**src/pvcr_pkg.sv**
```systemverilog
package pvcr_pkg;
  // management register indices
  localparam logic [4:0] REG_ENERGY = 5'h11;
  localparam logic [4:0] REG_STRAP  = 5'h12;
  localparam logic [4:0] REG_XOVER  = 5'h1b;
  localparam logic [4:0] REG_FLAGS  = 5'h1d;
  localparam logic [4:0] REG_MASK   = 5'h1e;
  localparam logic [4:0] REG_LINK   = 5'h1f;
  // field positions
  localparam int EDPD_BIT    = 13;
  localparam int PRESENT_BIT = 1;
  localparam int MODE_LSB    = 5;
  localparam int ADDR_LSB    = 0;
  localparam int OVR_BIT     = 15;
  localparam int AMDIX_BIT   = 14;
  localparam int MDIX_BIT    = 13;
  localparam int PLL_BIT     = 10;
  localparam int POL_BIT     = 4;
  localparam int FLAG_LSB    = 1;
  localparam int DONE_BIT    = 12;
  localparam int RSV_LSB     = 5;
  localparam int SPEED_LSB   = 2;
  // values after reset
  localparam logic [4:0] ADDR_RST     = 5'h01;
  localparam logic [2:0] MODE_RST     = 3'h7;
  localparam logic [6:0] LINK_RSV_RST = 7'h02;
  localparam logic [7:0] MASK_RST     = 8'h00;
  // operating modes
  localparam logic [2:0] MODE_10H  = 3'h0;
  localparam logic [2:0] MODE_10F  = 3'h1;
  localparam logic [2:0] MODE_100H = 3'h2;
  localparam logic [2:0] MODE_100F = 3'h3;
  localparam logic [2:0] MODE_AN_H = 3'h4;
  localparam logic [2:0] MODE_REPT = 3'h5;
  localparam logic [2:0] MODE_ALL  = 3'h7;
  localparam logic [3:0] ADV_100H  = 4'h4;
  localparam logic [3:0] ADV_ALL   = 4'hf;
  // serial management frame
  localparam logic [1:0] OP_RD        = 2'h2;
  localparam logic [1:0] OP_WR        = 2'h1;
  localparam logic [5:0] PREAMBLE_LEN = 6'h20;
  localparam logic [5:0] HDR_LAST     = 6'h0c;
  localparam logic [5:0] RD_END       = 6'h12;
  localparam logic [5:0] WR_LAST      = 6'h11;
  // timing
  localparam int ENERGY_TIMEOUT_MS  = 256;
  localparam int CLK_KHZ            = 250000;
  localparam int ENERGY_TIMEOUT_CYC = ENERGY_TIMEOUT_MS * CLK_KHZ;

  typedef struct packed {
    logic an_complete;
    logic remote_fault;
    logic link_down;
    logic partner_ack;
    logic pd_fault;
    logic page_rx;
  } pvcr_events_t;

  typedef struct packed {
    logic       autoneg_en;
    logic       speed100;
    logic       full_duplex;
    logic [3:0] adv;
    logic       crs_on_tx;
    logic       repeater;
  } pvcr_cfg_t;
endpackage : pvcr_pkg

```
**src/pvcr_sticky_flag.sv**
```systemverilog
`timescale 1ns/10ps
module pvcr_sticky_flag (
  input  wire logic clk,   // system clock
  input  wire logic rst_n, // synchronised reset
  input  wire logic set,   // event pulse
  input  wire logic clr,   // clear pulse
  output logic      q      // latched flag
);
  typedef struct packed {
    logic flag;
  } pvcr_flag_st_t;

  pvcr_flag_st_t s_q;
  pvcr_flag_st_t s_d;

  always_comb begin
    s_d = s_q;
    // set beats clear so a coincident event survives the read
    s_d.flag = set | (s_q.flag & ~clr);
  end

  always_ff @(posedge clk or negedge rst_n) begin
    if (!rst_n) begin
      s_q <= '0;
    end else begin
      s_q <= s_d;
    end
  end

  assign q = s_q.flag;

  set_wins_a: assert property (@(posedge clk) disable iff (!rst_n)
    set |=> q) else $error("flag lost its event");
endmodule : pvcr_sticky_flag

```
**src/pvcr_energy_timer.sv**
```systemverilog
`timescale 1ns/10ps
module pvcr_energy_timer #(
  parameter int CNT_W = 27,
  parameter int LIMIT = 64000000
) (
  input  wire logic clk,         // system clock
  input  wire logic rst_n,       // hardware reset only
  input  wire logic line_energy, // valid energy seen this cycle
  output logic      present      // energy present status
);
  typedef struct packed {
    logic             present;
    logic [CNT_W-1:0] cnt;
  } pvcr_tmr_st_t;

  localparam logic [CNT_W-1:0] LAST = CNT_W'(LIMIT - 1);

  pvcr_tmr_st_t s_q;
  pvcr_tmr_st_t s_d;

  always_comb begin
    s_d = s_q;
    if (line_energy) begin
      s_d.cnt     = '0;
      s_d.present = 1'b1;
    end else if (s_q.present) begin
      if (s_q.cnt == LAST) begin
        s_d.present = 1'b0;
      end else begin
        s_d.cnt = s_q.cnt + 1'b1;
      end
    end
  end

  // soft reset is not wired here: status survives it
  always_ff @(posedge clk or negedge rst_n) begin
    if (!rst_n) begin
      s_q <= '{present: 1'b1, cnt: '0};
    end else begin
      s_q <= s_d;
    end
  end

  assign present = s_q.present;

  energy_drop_a: assert property (@(posedge clk) disable iff (!rst_n)
    (!line_energy && s_q.present && s_q.cnt == LAST) |=> !present)
    else $error("energy status did not drop at timeout");
endmodule : pvcr_energy_timer

```
**src/pvcr_regs.sv**
```systemverilog
// What this block does
// - Register 17 bit 13 enables energy-detect power-down; resets disabled.
// - Energy-present bit clears after 256 ms without valid line energy.
// - Hardware reset sets energy-present to 1; soft reset leaves it.
// - Register 18 holds mode 7:5 and station address 4:0, default 00001.
// - Modes 000/001 force 10 Mb/s half/full, negotiation off.
// - Modes 010/011 force 100 Mb/s half/full with matching carrier sense.
// - Modes 100/101 negotiate advertising 100 half only; 101 is repeater.
// - Mode 111 advertises everything; speed and duplex follow negotiation.
// - Register 27 bit 15 chooses strap or bits 14:13 for crossover.
// - Override with bit 14 set enables auto crossover, bit 13 kept 0.
// - Manual crossover: bit 13 swaps transmit and receive pairs.
// - Register 27 bit 10 holds the 10 Mb/s receive PLL on reference.
// - Register 27 bit 4 reads receive polarity reversal, ignores writes.
// - Register 29 latches seven event flags high until read.
// - Register 30 bits 7:1 enable each flag, bit 0 enables none; all masked after reset.
// - Register 31 bit 12 reads 1 only when negotiation has finished.
// - Register 31 bits 4:2 report resolved speed and duplex.
`timescale 1ns/10ps
module pvcr_regs #(
  parameter int ENERGY_CYCLES = pvcr_pkg::ENERGY_TIMEOUT_CYC,
  parameter int ENERGY_CNT_W  = 27
) (
  input  wire logic                clk,                   // 250 MHz
  input  wire logic                arst_n,                // async reset
  input  wire logic                soft_reset,            // soft reset pulse
  input  wire logic                mdc,                   // mgmt clock pin
  input  wire logic                mdio_in,               // mgmt data in
  output logic                     mdio_out,              // mgmt data out
  output logic                     mdio_oe,               // mgmt drive en
  input  wire logic [2:0]          mode_strap,            // mode strap
  input  wire logic                crossover_strap_input, // crossover strap
  input  wire logic                line_energy,           // energy seen
  input  wire logic                rx_polarity_reversed,  // 10M polarity
  input  wire logic                negotiation_done,      // negotiation end
  input  wire logic                res_speed100,          // negotiated 100M
  input  wire logic                res_full_duplex,       // negotiated FD
  input  wire pvcr_pkg::pvcr_events_t events,             // event pulses
  output pvcr_pkg::pvcr_cfg_t      link_cfg,              // decoded mode
  output logic                     energy_detect_powerdown_en, // power-down
  output logic                     line_energy_present,   // energy status
  output logic [4:0]               station_address,       // mgmt address
  output logic                     auto_crossover_en,     // auto crossover
  output logic                     pairs_swapped,         // manual swap
  output logic                     rx_pll_reference_lock, // PLL held
  output logic                     phy_irq                // interrupt
);
  typedef enum logic [1:0] {PH_PRE, PH_HDR, PH_RD, PH_WR} pvcr_phase_t;

  typedef struct packed {
    logic                mdc_prev;
    logic                loaded;
    logic                present_prev;
    logic                edpd;
    logic [2:0]          mode;
    logic [4:0]          addr;
    logic                ovr;
    logic                amdix;
    logic                mdix;
    logic                pll_lock;
    logic [7:0]          mask;
    logic [6:0]          link_rsv;
    pvcr_pkg::pvcr_cfg_t cfg;
    logic                xauto;
    logic                xswap;
    pvcr_phase_t         ph;
    logic [5:0]          cnt;
    logic [12:0]         hdr;
    logic [15:0]         rdata;
    logic [15:0]         wdata;
    logic                mdo;
    logic                moe;
  } pvcr_state_t;

  logic        rst_meta_q;
  logic        rst_sync_q;
  pvcr_state_t s_q;
  pvcr_state_t s_d;
  logic [12:0] hdr_in;
  logic [15:0] wr_word;
  logic [15:0] rd_word;
  logic        rise;
  logic        fall;
  logic        wr_fire;
  logic        rd_flags;
  logic        clr_flags;
  logic [6:0]  set_vec;
  logic [6:0]  flags;

  always_ff @(posedge clk or negedge arst_n) begin
    if (!arst_n) begin
      rst_meta_q <= 1'b0;
      rst_sync_q <= 1'b0;
    end else begin
      rst_meta_q <= 1'b1;
      rst_sync_q <= rst_meta_q;
    end
  end

  pvcr_energy_timer #(
    .CNT_W (ENERGY_CNT_W),
    .LIMIT (ENERGY_CYCLES)
  ) u_energy (
    .clk         (clk),
    .rst_n       (rst_sync_q),
    .line_energy (line_energy),
    .present     (line_energy_present)
  );

  // flag i sits at register bit i+1
  assign set_vec = {line_energy_present & ~s_q.present_prev, events};
  assign clr_flags = rd_flags | soft_reset;

  for (genvar i = 0; i < 7; i++) begin : g_flag
    pvcr_sticky_flag u_flag (
      .clk   (clk),
      .rst_n (rst_sync_q),
      .set   (set_vec[i]),
      .clr   (clr_flags),
      .q     (flags[i])
    );
  end

  assign rise    = mdc & ~s_q.mdc_prev;
  assign fall    = ~mdc & s_q.mdc_prev;
  assign hdr_in  = {s_q.hdr[11:0], mdio_in};
  assign wr_word = {s_q.wdata[14:0], mdio_in};

  // read image of the addressed register; unmapped indices read zero
  always_comb begin
    rd_word = 16'h0000;
    case (hdr_in[4:0])
      pvcr_pkg::REG_ENERGY: begin
        rd_word[pvcr_pkg::EDPD_BIT]    = s_q.edpd;
        rd_word[pvcr_pkg::PRESENT_BIT] = line_energy_present;
      end
      pvcr_pkg::REG_STRAP: begin
        rd_word[pvcr_pkg::MODE_LSB +: 3] = s_q.mode;
        rd_word[pvcr_pkg::ADDR_LSB +: 5] = s_q.addr;
      end
      pvcr_pkg::REG_XOVER: begin
        rd_word[pvcr_pkg::OVR_BIT]   = s_q.ovr;
        rd_word[pvcr_pkg::AMDIX_BIT] = s_q.amdix;
        rd_word[pvcr_pkg::MDIX_BIT]  = s_q.mdix;
        rd_word[pvcr_pkg::PLL_BIT]   = s_q.pll_lock;
        rd_word[pvcr_pkg::POL_BIT]   = rx_polarity_reversed;
      end
      pvcr_pkg::REG_FLAGS: begin
        rd_word[pvcr_pkg::FLAG_LSB +: 7] = flags;
      end
      pvcr_pkg::REG_MASK: begin
        rd_word[7:0] = s_q.mask;
      end
      pvcr_pkg::REG_LINK: begin
        rd_word[pvcr_pkg::DONE_BIT] = negotiation_done &
                                      s_q.cfg.autoneg_en;
        rd_word[pvcr_pkg::RSV_LSB +: 7] = s_q.link_rsv;
        rd_word[pvcr_pkg::SPEED_LSB +: 3] = {s_q.cfg.full_duplex,
          s_q.cfg.speed100, ~s_q.cfg.speed100};
      end
      default: rd_word = 16'h0000;
    endcase
  end

  always_comb begin
    s_d              = s_q;
    wr_fire          = 1'b0;
    rd_flags         = 1'b0;
    s_d.mdc_prev     = mdc;
    s_d.present_prev = line_energy_present;
    // the mode strap is caught once, the cycle after reset release
    if (!s_q.loaded) begin
      s_d.loaded = 1'b1;
      s_d.mode   = mode_strap;
    end
    case (s_q.ph)
      PH_PRE: begin
        if (rise) begin
          if (mdio_in) begin
            if (s_q.cnt != pvcr_pkg::PREAMBLE_LEN) begin
              s_d.cnt = s_q.cnt + 6'h01;
            end
          end else if (s_q.cnt == pvcr_pkg::PREAMBLE_LEN) begin
            s_d.ph  = PH_HDR;
            s_d.cnt = 6'h00;
          end else begin
            s_d.cnt = 6'h00;
          end
        end
      end
      PH_HDR: begin
        if (rise) begin
          s_d.hdr = hdr_in;
          s_d.cnt = s_q.cnt + 6'h01;
          if (s_q.cnt == pvcr_pkg::HDR_LAST) begin
            s_d.cnt = 6'h00;
            s_d.ph  = PH_PRE;
            // only frames carrying our station address are answered
            if (hdr_in[12] && hdr_in[9:5] == s_q.addr) begin
              if (hdr_in[11:10] == pvcr_pkg::OP_RD) begin
                s_d.ph    = PH_RD;
                s_d.rdata = rd_word;
                rd_flags  = hdr_in[4:0] == pvcr_pkg::REG_FLAGS;
              end else if (hdr_in[11:10] == pvcr_pkg::OP_WR) begin
                s_d.ph = PH_WR;
              end
            end
          end
        end
      end
      PH_RD: begin
        // first turnaround bit released, second driven low, then data
        if (fall) begin
          s_d.cnt = s_q.cnt + 6'h01;
          if (s_q.cnt == pvcr_pkg::RD_END) begin
            s_d.moe = 1'b0;
            s_d.ph  = PH_PRE;
            s_d.cnt = 6'h00;
          end else if (s_q.cnt == 6'h00) begin
            s_d.moe = 1'b0;
          end else if (s_q.cnt == 6'h01) begin
            s_d.moe = 1'b1;
            s_d.mdo = 1'b0;
          end else begin
            s_d.moe   = 1'b1;
            s_d.mdo   = s_q.rdata[15];
            s_d.rdata = {s_q.rdata[14:0], 1'b0};
          end
        end
      end
      PH_WR: begin
        if (rise) begin
          s_d.cnt   = s_q.cnt + 6'h01;
          s_d.wdata = wr_word;
          if (s_q.cnt == pvcr_pkg::WR_LAST) begin
            wr_fire = 1'b1;
            s_d.ph  = PH_PRE;
            s_d.cnt = 6'h00;
          end
        end
      end
      default: begin
        s_d.ph  = PH_PRE;
        s_d.cnt = 6'h00;
        s_d.moe = 1'b0;
      end
    endcase

    if (wr_fire) begin
      case (s_q.hdr[4:0])
        pvcr_pkg::REG_ENERGY: s_d.edpd = wr_word[pvcr_pkg::EDPD_BIT];
        pvcr_pkg::REG_STRAP: begin
          s_d.mode = wr_word[pvcr_pkg::MODE_LSB +: 3];
          s_d.addr = wr_word[pvcr_pkg::ADDR_LSB +: 5];
        end
        pvcr_pkg::REG_XOVER: begin
          s_d.ovr      = wr_word[pvcr_pkg::OVR_BIT];
          s_d.amdix    = wr_word[pvcr_pkg::AMDIX_BIT];
          s_d.mdix     = wr_word[pvcr_pkg::MDIX_BIT];
          s_d.pll_lock = wr_word[pvcr_pkg::PLL_BIT];
        end
        pvcr_pkg::REG_MASK: s_d.mask = wr_word[7:0];
        pvcr_pkg::REG_LINK: s_d.link_rsv = wr_word[pvcr_pkg::RSV_LSB +: 7];
        default: s_d.edpd = s_q.edpd;
      endcase
    end

    // mode, address and PLL hold are kept over soft reset
    if (soft_reset) begin
      s_d.edpd     = 1'b0;
      s_d.ovr      = 1'b0;
      s_d.amdix    = 1'b0;
      s_d.mdix     = 1'b0;
      s_d.mask     = pvcr_pkg::MASK_RST;
      s_d.link_rsv = pvcr_pkg::LINK_RSV_RST;
    end

    // strap chooses unless overridden; 15:13 all set is never written
    if (!s_q.ovr) begin
      s_d.xauto = crossover_strap_input;
      s_d.xswap = 1'b0;
    end else if (s_q.amdix) begin
      s_d.xauto = 1'b1;
      s_d.xswap = 1'b0;
    end else begin
      s_d.xauto = 1'b0;
      s_d.xswap = s_q.mdix;
    end

    s_d.cfg = '0;
    case (s_q.mode)
      pvcr_pkg::MODE_10F: begin
        s_d.cfg.full_duplex = 1'b1;
      end
      pvcr_pkg::MODE_100H: begin
        s_d.cfg.speed100  = 1'b1;
        s_d.cfg.crs_on_tx = 1'b1;
      end
      pvcr_pkg::MODE_100F: begin
        s_d.cfg.speed100    = 1'b1;
        s_d.cfg.full_duplex = 1'b1;
      end
      pvcr_pkg::MODE_AN_H, pvcr_pkg::MODE_REPT: begin
        s_d.cfg.autoneg_en = 1'b1;
        s_d.cfg.speed100   = 1'b1;
        s_d.cfg.adv        = pvcr_pkg::ADV_100H;
        s_d.cfg.repeater   = s_q.mode == pvcr_pkg::MODE_REPT;
        s_d.cfg.crs_on_tx  = s_q.mode == pvcr_pkg::MODE_AN_H;
      end
      pvcr_pkg::MODE_ALL: begin
        s_d.cfg.autoneg_en  = 1'b1;
        s_d.cfg.adv         = pvcr_pkg::ADV_ALL;
        s_d.cfg.speed100    = res_speed100;
        s_d.cfg.full_duplex = res_full_duplex;
        s_d.cfg.crs_on_tx   = ~res_full_duplex;
      end
      // 10 half, and the reserved code which is never programmed
      default: begin
        s_d.cfg.crs_on_tx = 1'b1;
      end
    endcase
  end

  always_ff @(posedge clk or negedge rst_sync_q) begin
    if (!rst_sync_q) begin
      s_q          <= '0;
      s_q.mode     <= pvcr_pkg::MODE_RST;
      s_q.addr     <= pvcr_pkg::ADDR_RST;
      s_q.mask     <= pvcr_pkg::MASK_RST;
      s_q.link_rsv <= pvcr_pkg::LINK_RSV_RST;
      s_q.ph       <= PH_PRE;
      // matches the timer's reset level so no false energy edge follows
      s_q.present_prev <= 1'b1;
    end else begin
      s_q <= s_d;
    end
  end

  assign mdio_out                   = s_q.mdo;
  assign mdio_oe                    = s_q.moe;
  assign link_cfg                   = s_q.cfg;
  assign energy_detect_powerdown_en = s_q.edpd;
  assign station_address            = s_q.addr;
  assign auto_crossover_en          = s_q.xauto;
  assign pairs_swapped              = s_q.xswap;
  assign rx_pll_reference_lock      = s_q.pll_lock;
  assign phy_irq = |({flags, 1'b0} & s_q.mask);

  edpd_write_a: assert property (@(posedge clk) disable iff (!rst_sync_q)
    (wr_fire && !soft_reset && s_q.hdr[4:0] == pvcr_pkg::REG_ENERGY)
    |=> energy_detect_powerdown_en == $past(wr_word[pvcr_pkg::EDPD_BIT]))
    else $error("power-down enable not written");

  energy_hw_reset_a: assert property (@(posedge clk)
    disable iff (!rst_sync_q)
    !s_q.loaded |-> line_energy_present)
    else $error("energy status not set by hardware reset");

  station_match_a: assert property (@(posedge clk)
    disable iff (!rst_sync_q)
    (s_q.ph == PH_RD) |-> s_q.hdr[9:5] == s_q.addr)
    else $error("answered a foreign station address");

  mode_10f_a: assert property (@(posedge clk) disable iff (!rst_sync_q)
    ($past(s_q.mode) == pvcr_pkg::MODE_10F && s_q.loaded) |->
    (!link_cfg.autoneg_en && !link_cfg.speed100 && link_cfg.full_duplex))
    else $error("mode 001 decoded wrongly");

  mode_100f_a: assert property (@(posedge clk) disable iff (!rst_sync_q)
    ($past(s_q.mode) == pvcr_pkg::MODE_100F && s_q.loaded) |->
    (link_cfg.speed100 && link_cfg.full_duplex && !link_cfg.crs_on_tx))
    else $error("mode 011 decoded wrongly");

  mode_repeat_a: assert property (@(posedge clk) disable iff (!rst_sync_q)
    ($past(s_q.mode) == pvcr_pkg::MODE_REPT && s_q.loaded) |->
    (link_cfg.repeater && link_cfg.adv == 4'h4 && link_cfg.autoneg_en))
    else $error("repeater mode decoded wrongly");

  mode_all_a: assert property (@(posedge clk) disable iff (!rst_sync_q)
    ($past(s_q.mode) == pvcr_pkg::MODE_ALL && s_q.loaded) |->
    (link_cfg.adv == 4'hf && link_cfg.speed100 == $past(res_speed100)))
    else $error("all-capable mode decoded wrongly");

  manual_swap_a: assert property (@(posedge clk) disable iff (!rst_sync_q)
    ($past(s_q.ovr) && !$past(s_q.amdix)) |->
    (pairs_swapped == $past(s_q.mdix) && !auto_crossover_en))
    else $error("manual crossover not applied");

  strap_xover_a: assert property (@(posedge clk) disable iff (!rst_sync_q)
    (!$past(s_q.ovr) && s_q.loaded) |->
    (auto_crossover_en == $past(crossover_strap_input) && !pairs_swapped))
    else $error("crossover strap not followed");

  flag_clear_a: assert property (@(posedge clk) disable iff (!rst_sync_q)
    (rd_flags && set_vec == 7'h00) |=> flags == 7'h00)
    else $error("flags not cleared by read");

  irq_mask_a: assert property (@(posedge clk) disable iff (!rst_sync_q)
    (wr_fire && s_q.hdr[4:0] == pvcr_pkg::REG_MASK && !soft_reset &&
     wr_word[7:0] == 8'h00) |=> !phy_irq)
    else $error("masked flags still raise the interrupt");
endmodule : pvcr_regs

```
**config.mk**
```make
export PLATFORM = sky130hd
export DESIGN_NAME = pvcr_regs
export DESIGN_NICKNAME = d
export VERILOG_FILES = /design/src/pvcr_pkg.sv /design/src/pvcr_sticky_flag.sv /design/src/pvcr_energy_timer.sv /design/src/pvcr_regs.sv
export SDC_FILE = /design/constraint.sdc
export NUM_CORES = 1
export LEC_CHECK = 0
export BUFFER_PORTS_ARGS = -buffer_cell sky130_fd_sc_hd__buf_2
export CORE_ASPECT_RATIO = 0.75
export CORE_MARGIN = 4
export CORE_UTILIZATION = 40
export CTS_CLUSTER_DIAMETER = 120
export DETAILED_ROUTE_END_ITERATION = 8
export PLACE_DENSITY = 0.58
export SYNTH_ARGS = -nofsm -noshare
export SYNTH_HDL_FRONTEND = slang
export SYNTH_SLANG_ARGS = --single-unit
```
**constraint.sdc**
```tcl
create_clock -name clk -period 4.57 [get_ports clk]
set_clock_uncertainty 0.1 [all_clocks]
set_input_delay 1.371 -clock clk [delete_from_list [all_inputs] [get_ports clk]]
set_output_delay 1.371 -clock clk [all_outputs]
set_load 0.02 [all_outputs]
```
# [Yosys cells after proc, flatten, opt, wreduce, memory -nomap -nowiden]
# Index checks and enable logic that the tools add are counted.
[word_totals] register_bits=133 out_inout_bits=22 word_cells=209
[classes] n_addsub=2 n_eq_ne=46 muxes=66 n_bitwise=28 reduce_logical=29
[ops] cell="two-way mux 16 bit" n=7
[ops] cell="two-way mux 28 bit" n=3
[ops] cell="two-way mux 8 bit" n=8
[ops] cell="== test 5 bit, second input constant" n=11
[ops] cell="two-way mux 37 bit" n=1
[ops] cell="case mux 16 bit (2 select lines)" n=1
[ops] cell="case mux 8 bit (4 select lines)" n=1
[ops] cell="!= test 2 bit, second input constant" n=15
[ops] cell="adder 27 x 1 -> 27 bit, second input constant" n=1
[ops] cell="== test 27 x 26 -> 1 bit, second input constant" n=1
[ops] cell="two-way mux 27 bit" n=1
[ops] cell="two-way mux 2 bit" n=11
[ops] cell="AND reduction 2 bit" n=10
[ops] cell="AND reduction 9 bit" n=2
[ops] cell="two-way mux 1 bit" n=15
[ops] cell="two-way mux 15 bit" n=1
[ops] cell="nonzero test 2 bit" n=7
[ops] cell="== test 6 x 5 -> 1 bit, second input constant" n=2
[ops] cell="two-way mux 6 bit" n=2
[ops] cell="case mux 3 bit (4 select lines)" n=1
[ops] cell="bitwise AND 1 bit" n=11
[ops] cell="case mux 1 bit (2 select lines)" n=5
[ops] cell="== test 3 bit, second input constant" n=3
[ops] cell="bitwise AND 8 bit" n=1
[ops] cell="other kinds (30)" n=50

# [Depth between registers and ports, before layout]
[logic_depth] depth_word=10 depth_mapped=9

# [Cells and area by module]
# A second synthesis with hierarchy kept.
[unflattened] hier_cells=641 hier_area_um2=6473.7
[by_module_without_submodules] module="pvcr_regs" n_inst=1 cells_each=460 area_each_um2=4702.0
[by_module_without_submodules] module="pvcr_energy_timer" n_inst=1 cells_each=160 area_each_um2=1517.7
[by_module_without_submodules] module="pvcr_sticky_flag" n_inst=7 cells_each=3 area_each_um2=36.3

# [Worst setup path after synthesis]
# Ideal clock, no wire load.
[synth_path] path_kind="input port to flip-flop" startpoint="input mdc" endpoint="register s_q[27] (netlist bit)" arrival_time_ps=2856 t_required_ps=4345 setup_slack_ps=1489 cell_stages=8 n_path_buf=3 path_cell_list="and4bb_2 clkbuf_8 nand4_1 nor3_1 a21o_1 buf_6 buf_6 mux2_2"
[synth_via] elab_chain_cells=4 word_cells_on_any_way=6 cone_classes="eq/ne: 2; bitwise: 3; reduce/logical: 1"
[synth_rtl] element="from (decl)" line_no="pvcr_regs.sv:27" source="input wire logic mdc,"
[synth_rtl] element="inverter 1 bit" line_no="pvcr_regs.sv:125" source="assign fall = ~mdc & s_q.mdc_prev;"
[synth_rtl] element="bitwise AND 1 bit" line_no="pvcr_regs.sv:125"
[synth_rtl] element="!= test 2 bit (no source line)"
[synth_rtl] element="AND reduction 9 bit (no source line) *"
[synth_rtl] element="to (decl)" line_no="pvcr_regs.sv:77" source="pvcr_state_t s_q;"
# Every way passes the cells marked *; elsewhere a longest branch is shown, timed or not.
# A chain may end at the register's enable or synchronous reset.

# [Final worst setup path]
[layout_path] startpoint="input mdc" endpoint="register s_q[29] (netlist bit)"
# The elaborated chain is that of the path after synthesis.

==> metrics.md <==
| Metric | Value |
|---|---|
| Maximum level of the CTS H-tree | 4 |
| Register clock-pin slew on the reported worst setup and hold paths | roughly 0.050 ns |
| Fmax | around 290 MHz |
| Area delta synth->final | 12.5% |
| Unique masters post-synth | 70 |
| CP Data Arrival Time | between 3 and 4 ns |
| Pin count of the biggest net entering global routing | between 50 and 60 |
| Non-Filler Instances | slightly above 800 |
| Mapped Avg Cell Area | between 10 and 15 µm² |
| Startpoint types | primary input |
| Area contributors post-synth | dfrtp_1 (47%), mux2_2 (9.1%), nand2_1 (2.9%) |
| I/O pin count | 42 |
| CTS resizes | 0 |
| GR Util met3 | under 10% |
| Via count | around 4600 |
| Detailed placement HPWL | about 10000 µm |
| Primary FF master, synth | dfrtp_1 |
| Dpl cells | 800 |
| Layer with the highest usage | met1 |
| Synth top area share | between 40% and 50% |
| Met2 usage | between 20% and 30% |
| First-pass GRT wire length | ~24000 µm |
| Period utilisation layout | between 70% and 80% |
| N_diodes | 0 |
| Clk sinks | 129 |
| CTS tree | done |
| Leakage | between 0.003 and 0.004 µW |
| DR WL/cell | ~17 µm |
| Most common cell after layout, fill and taps aside | dfrtp_1 |
| Final Routed Wirelength | roughly 14000 µm |
| Crit end category | flop |
| Dpl ws | ~0.68 ns |
| Hold crit path type | reg -> async |
| First-iteration detailed-routing DRC count | 286 |
| CTS Buf Count | 17 |
| Minimum clock period | about 3.4 ns |
| Root Driver | clkbuf_16 |
| Vias in the first global route | around 4600 |
| Final setup viols | 0 |
| Worst Path Required | about 4.8 ns |
| Async S/R FF share, synth | between 90% and 100% |
| Num rows | 39 |
| Post-synth EDFFs | 0 |
| Synth warn | 0 |
| Seq cells post-synth | 129 |
| Max Buffers Root-to-Sink | 2 |
| ANT nets after route | 0 |
| Worst ir drop on vdd | approximately 0.21 mV |
| Gr ovfl total | 0 |
| Core Footprint | about 16000 µm² |
| DRC | 0 |
| Most frequent cells in the layout | dfrtp_1 (121), mux2_2 (52), nand2_1 (50), nor2_1 (42), buf_2 (41) |
| Hold slack | approximately 0.080 ns |
| Final Hold Vio Count | 0 |
| R2R setup slack | ~1.7 ns |
| Post-Synthesis Cell Area | 6450 µm² |
| Setup TNS | 0 ns |
| GRT Total Usage | between 15 and 20% |
| Vias per Instance | 5.51 |
| Area after DPL | between 6000 and 7000 µm² |
| Starting density of the core | roughly 42% |
| DIE AREA | around 18000 µm² |
| Relative slew margins | slightly above 20% |
| Net count of the finished layout | approximately 640 |
| Crit Path Max Fanout | 16 |
| Max-cap violations | 0 |
| Max Slew Vio Count | 0 |
| Initial antenna violation count | 0 |
| Synth area leader | dfrtp_1 |
| Die Width | between 150 and 200 µm |
| Design area | 7250 µm² |
| CP Class | in -> reg |
| Worst-Skew Late Latency | about 0.42 ns |
| Power Density | 406 nW/µm² |
| Slew @ Worst Pin | roughly 1.2 ns |
| Final WS setup | between 1 and 1.5 ns |
| GPL Wtd Cong | ~0.83 |
| Outcome | completed |
| Seq/Total Area, Yosys | around 50% |
| Met1 Resource Use GR | between 20 and 30% |
| Setup bufs post-CTS | 0 |
| Layout cell share with drive strength beyond 1 | roughly 24% |
| RSZ-0062 raised after global routing | false |
| Hold buffers post-CTS | 0 |
| Die span in y | approximately 120 µm |
| Post-Synthesis Cells | just under 600 |
| I/O Buffers | roughly 40 |
| TritonRoute pass-1 iters | 6 |
==> power breakdown <==
group / internal [µW] / total [µW] / switching (µW)
sequential: 1210 / 1320 / 104
clock: 867 / 1360 / 490
combinational: 119 / 274 / 155
==> synthesized netlist by cell type, types with 4 or more instances <==
cell type  number
dfrtp_1       122
mux2_2         52
nand2_1        50
nor2_1         42
nand3_1        34
a21oi_1        26
clkbuf_1       17
inv_1          16
mux2i_1        16
buf_4          15
xor2_1         15
o21ai_0        11
nand4_1        10
a22o_1          9
nor2b_1         8
nor3_1          8
a21o_1          7
dfstp_2         7
ha_1            7
xnor2_1         7
and2_1          6
a22oi_1         5
and4_1          5
nor4_1          5
o31ai_1         5
or4_1           5
a222oi_1        4
a31oi_1         4
nand2b_1        4
o211ai_1        4
==> critical path, cell delays in order <==
cell	delay, ns
buf_2	0.14
and4bb_2	0.52
nand4_1	0.19
nor3_1	0.36
a21o_1	0.61
mux2_2	0.41
==> worst paths after layout <==
path,start,endpoint,cells past startpoint
worst max-delay path,mdc,s_q[29],6
worst min-delay path,rst_sync_q,u_energy.s_q[18],0
worst max register to register,s_q[54],s_q[29],5
worst min register to register,rst_sync_q,u_energy.s_q[18],0
max in group asynchronous,rst_sync_q,s_q[2],1
min in group clk,rst_meta_q,rst_sync_q,0
==> cell families (layout without fill, tap and decap cells) <==
kind of cell,after synthesis,count (layout),synth area share [%]
compound gates,99,99,11.1
xor+xnor,22,22,2.99
fa+ha+maj,7,7,1.36
buf+inv,60,92,5.24
flops,129,129,50.2
mux,68,68,11.6
other cells,1,2,0.0582
simple gates,207,207,17.4
==> per-stage QoR <==
stage               util (%)  power [µW]
floorplan                  -        1540
global placement        43.0        1600
detailed placement      43.0        1610
CTS                     46.7        2980
global route            46.7        3070
finish                  46.7        2950
==> metal layers <==
metal | part of all wire (%) | up-vias | routed length (µm)
met4 | 1.1 | 0 | 158
met5 | 0 | - | 0
li1 | - | 2169 | -
met1 | 49 | 2255 | 7150
met3 | 6.1 | 13 | 890
met2 | 43 | 145 | 6290
==> final cells by class <==
| type | count | area [µm²] |
|---|---|---|
| clock buffer | 21 | 450 |
| clock inverter | 10 | 135 |
| fill | 1453 | 8260 |
| inverter | 16 | 60.1 |
| multi-input combinational | 405 | 2880 |
| sequential | 129 | 3240 |
| tap | 205 | 256 |
| timing repair buffer | 45 | 235 |
==> flip-flops by register name, summed over array words and instances, names as in the netlist, 5 cells and up <==
name             cells
s_q                 63
station_address      5
hdr_in              12
u_energy.s_q        27
g_flag.u_flag.q      7
link_cfg             6
(Power assumes the default switching activity.)
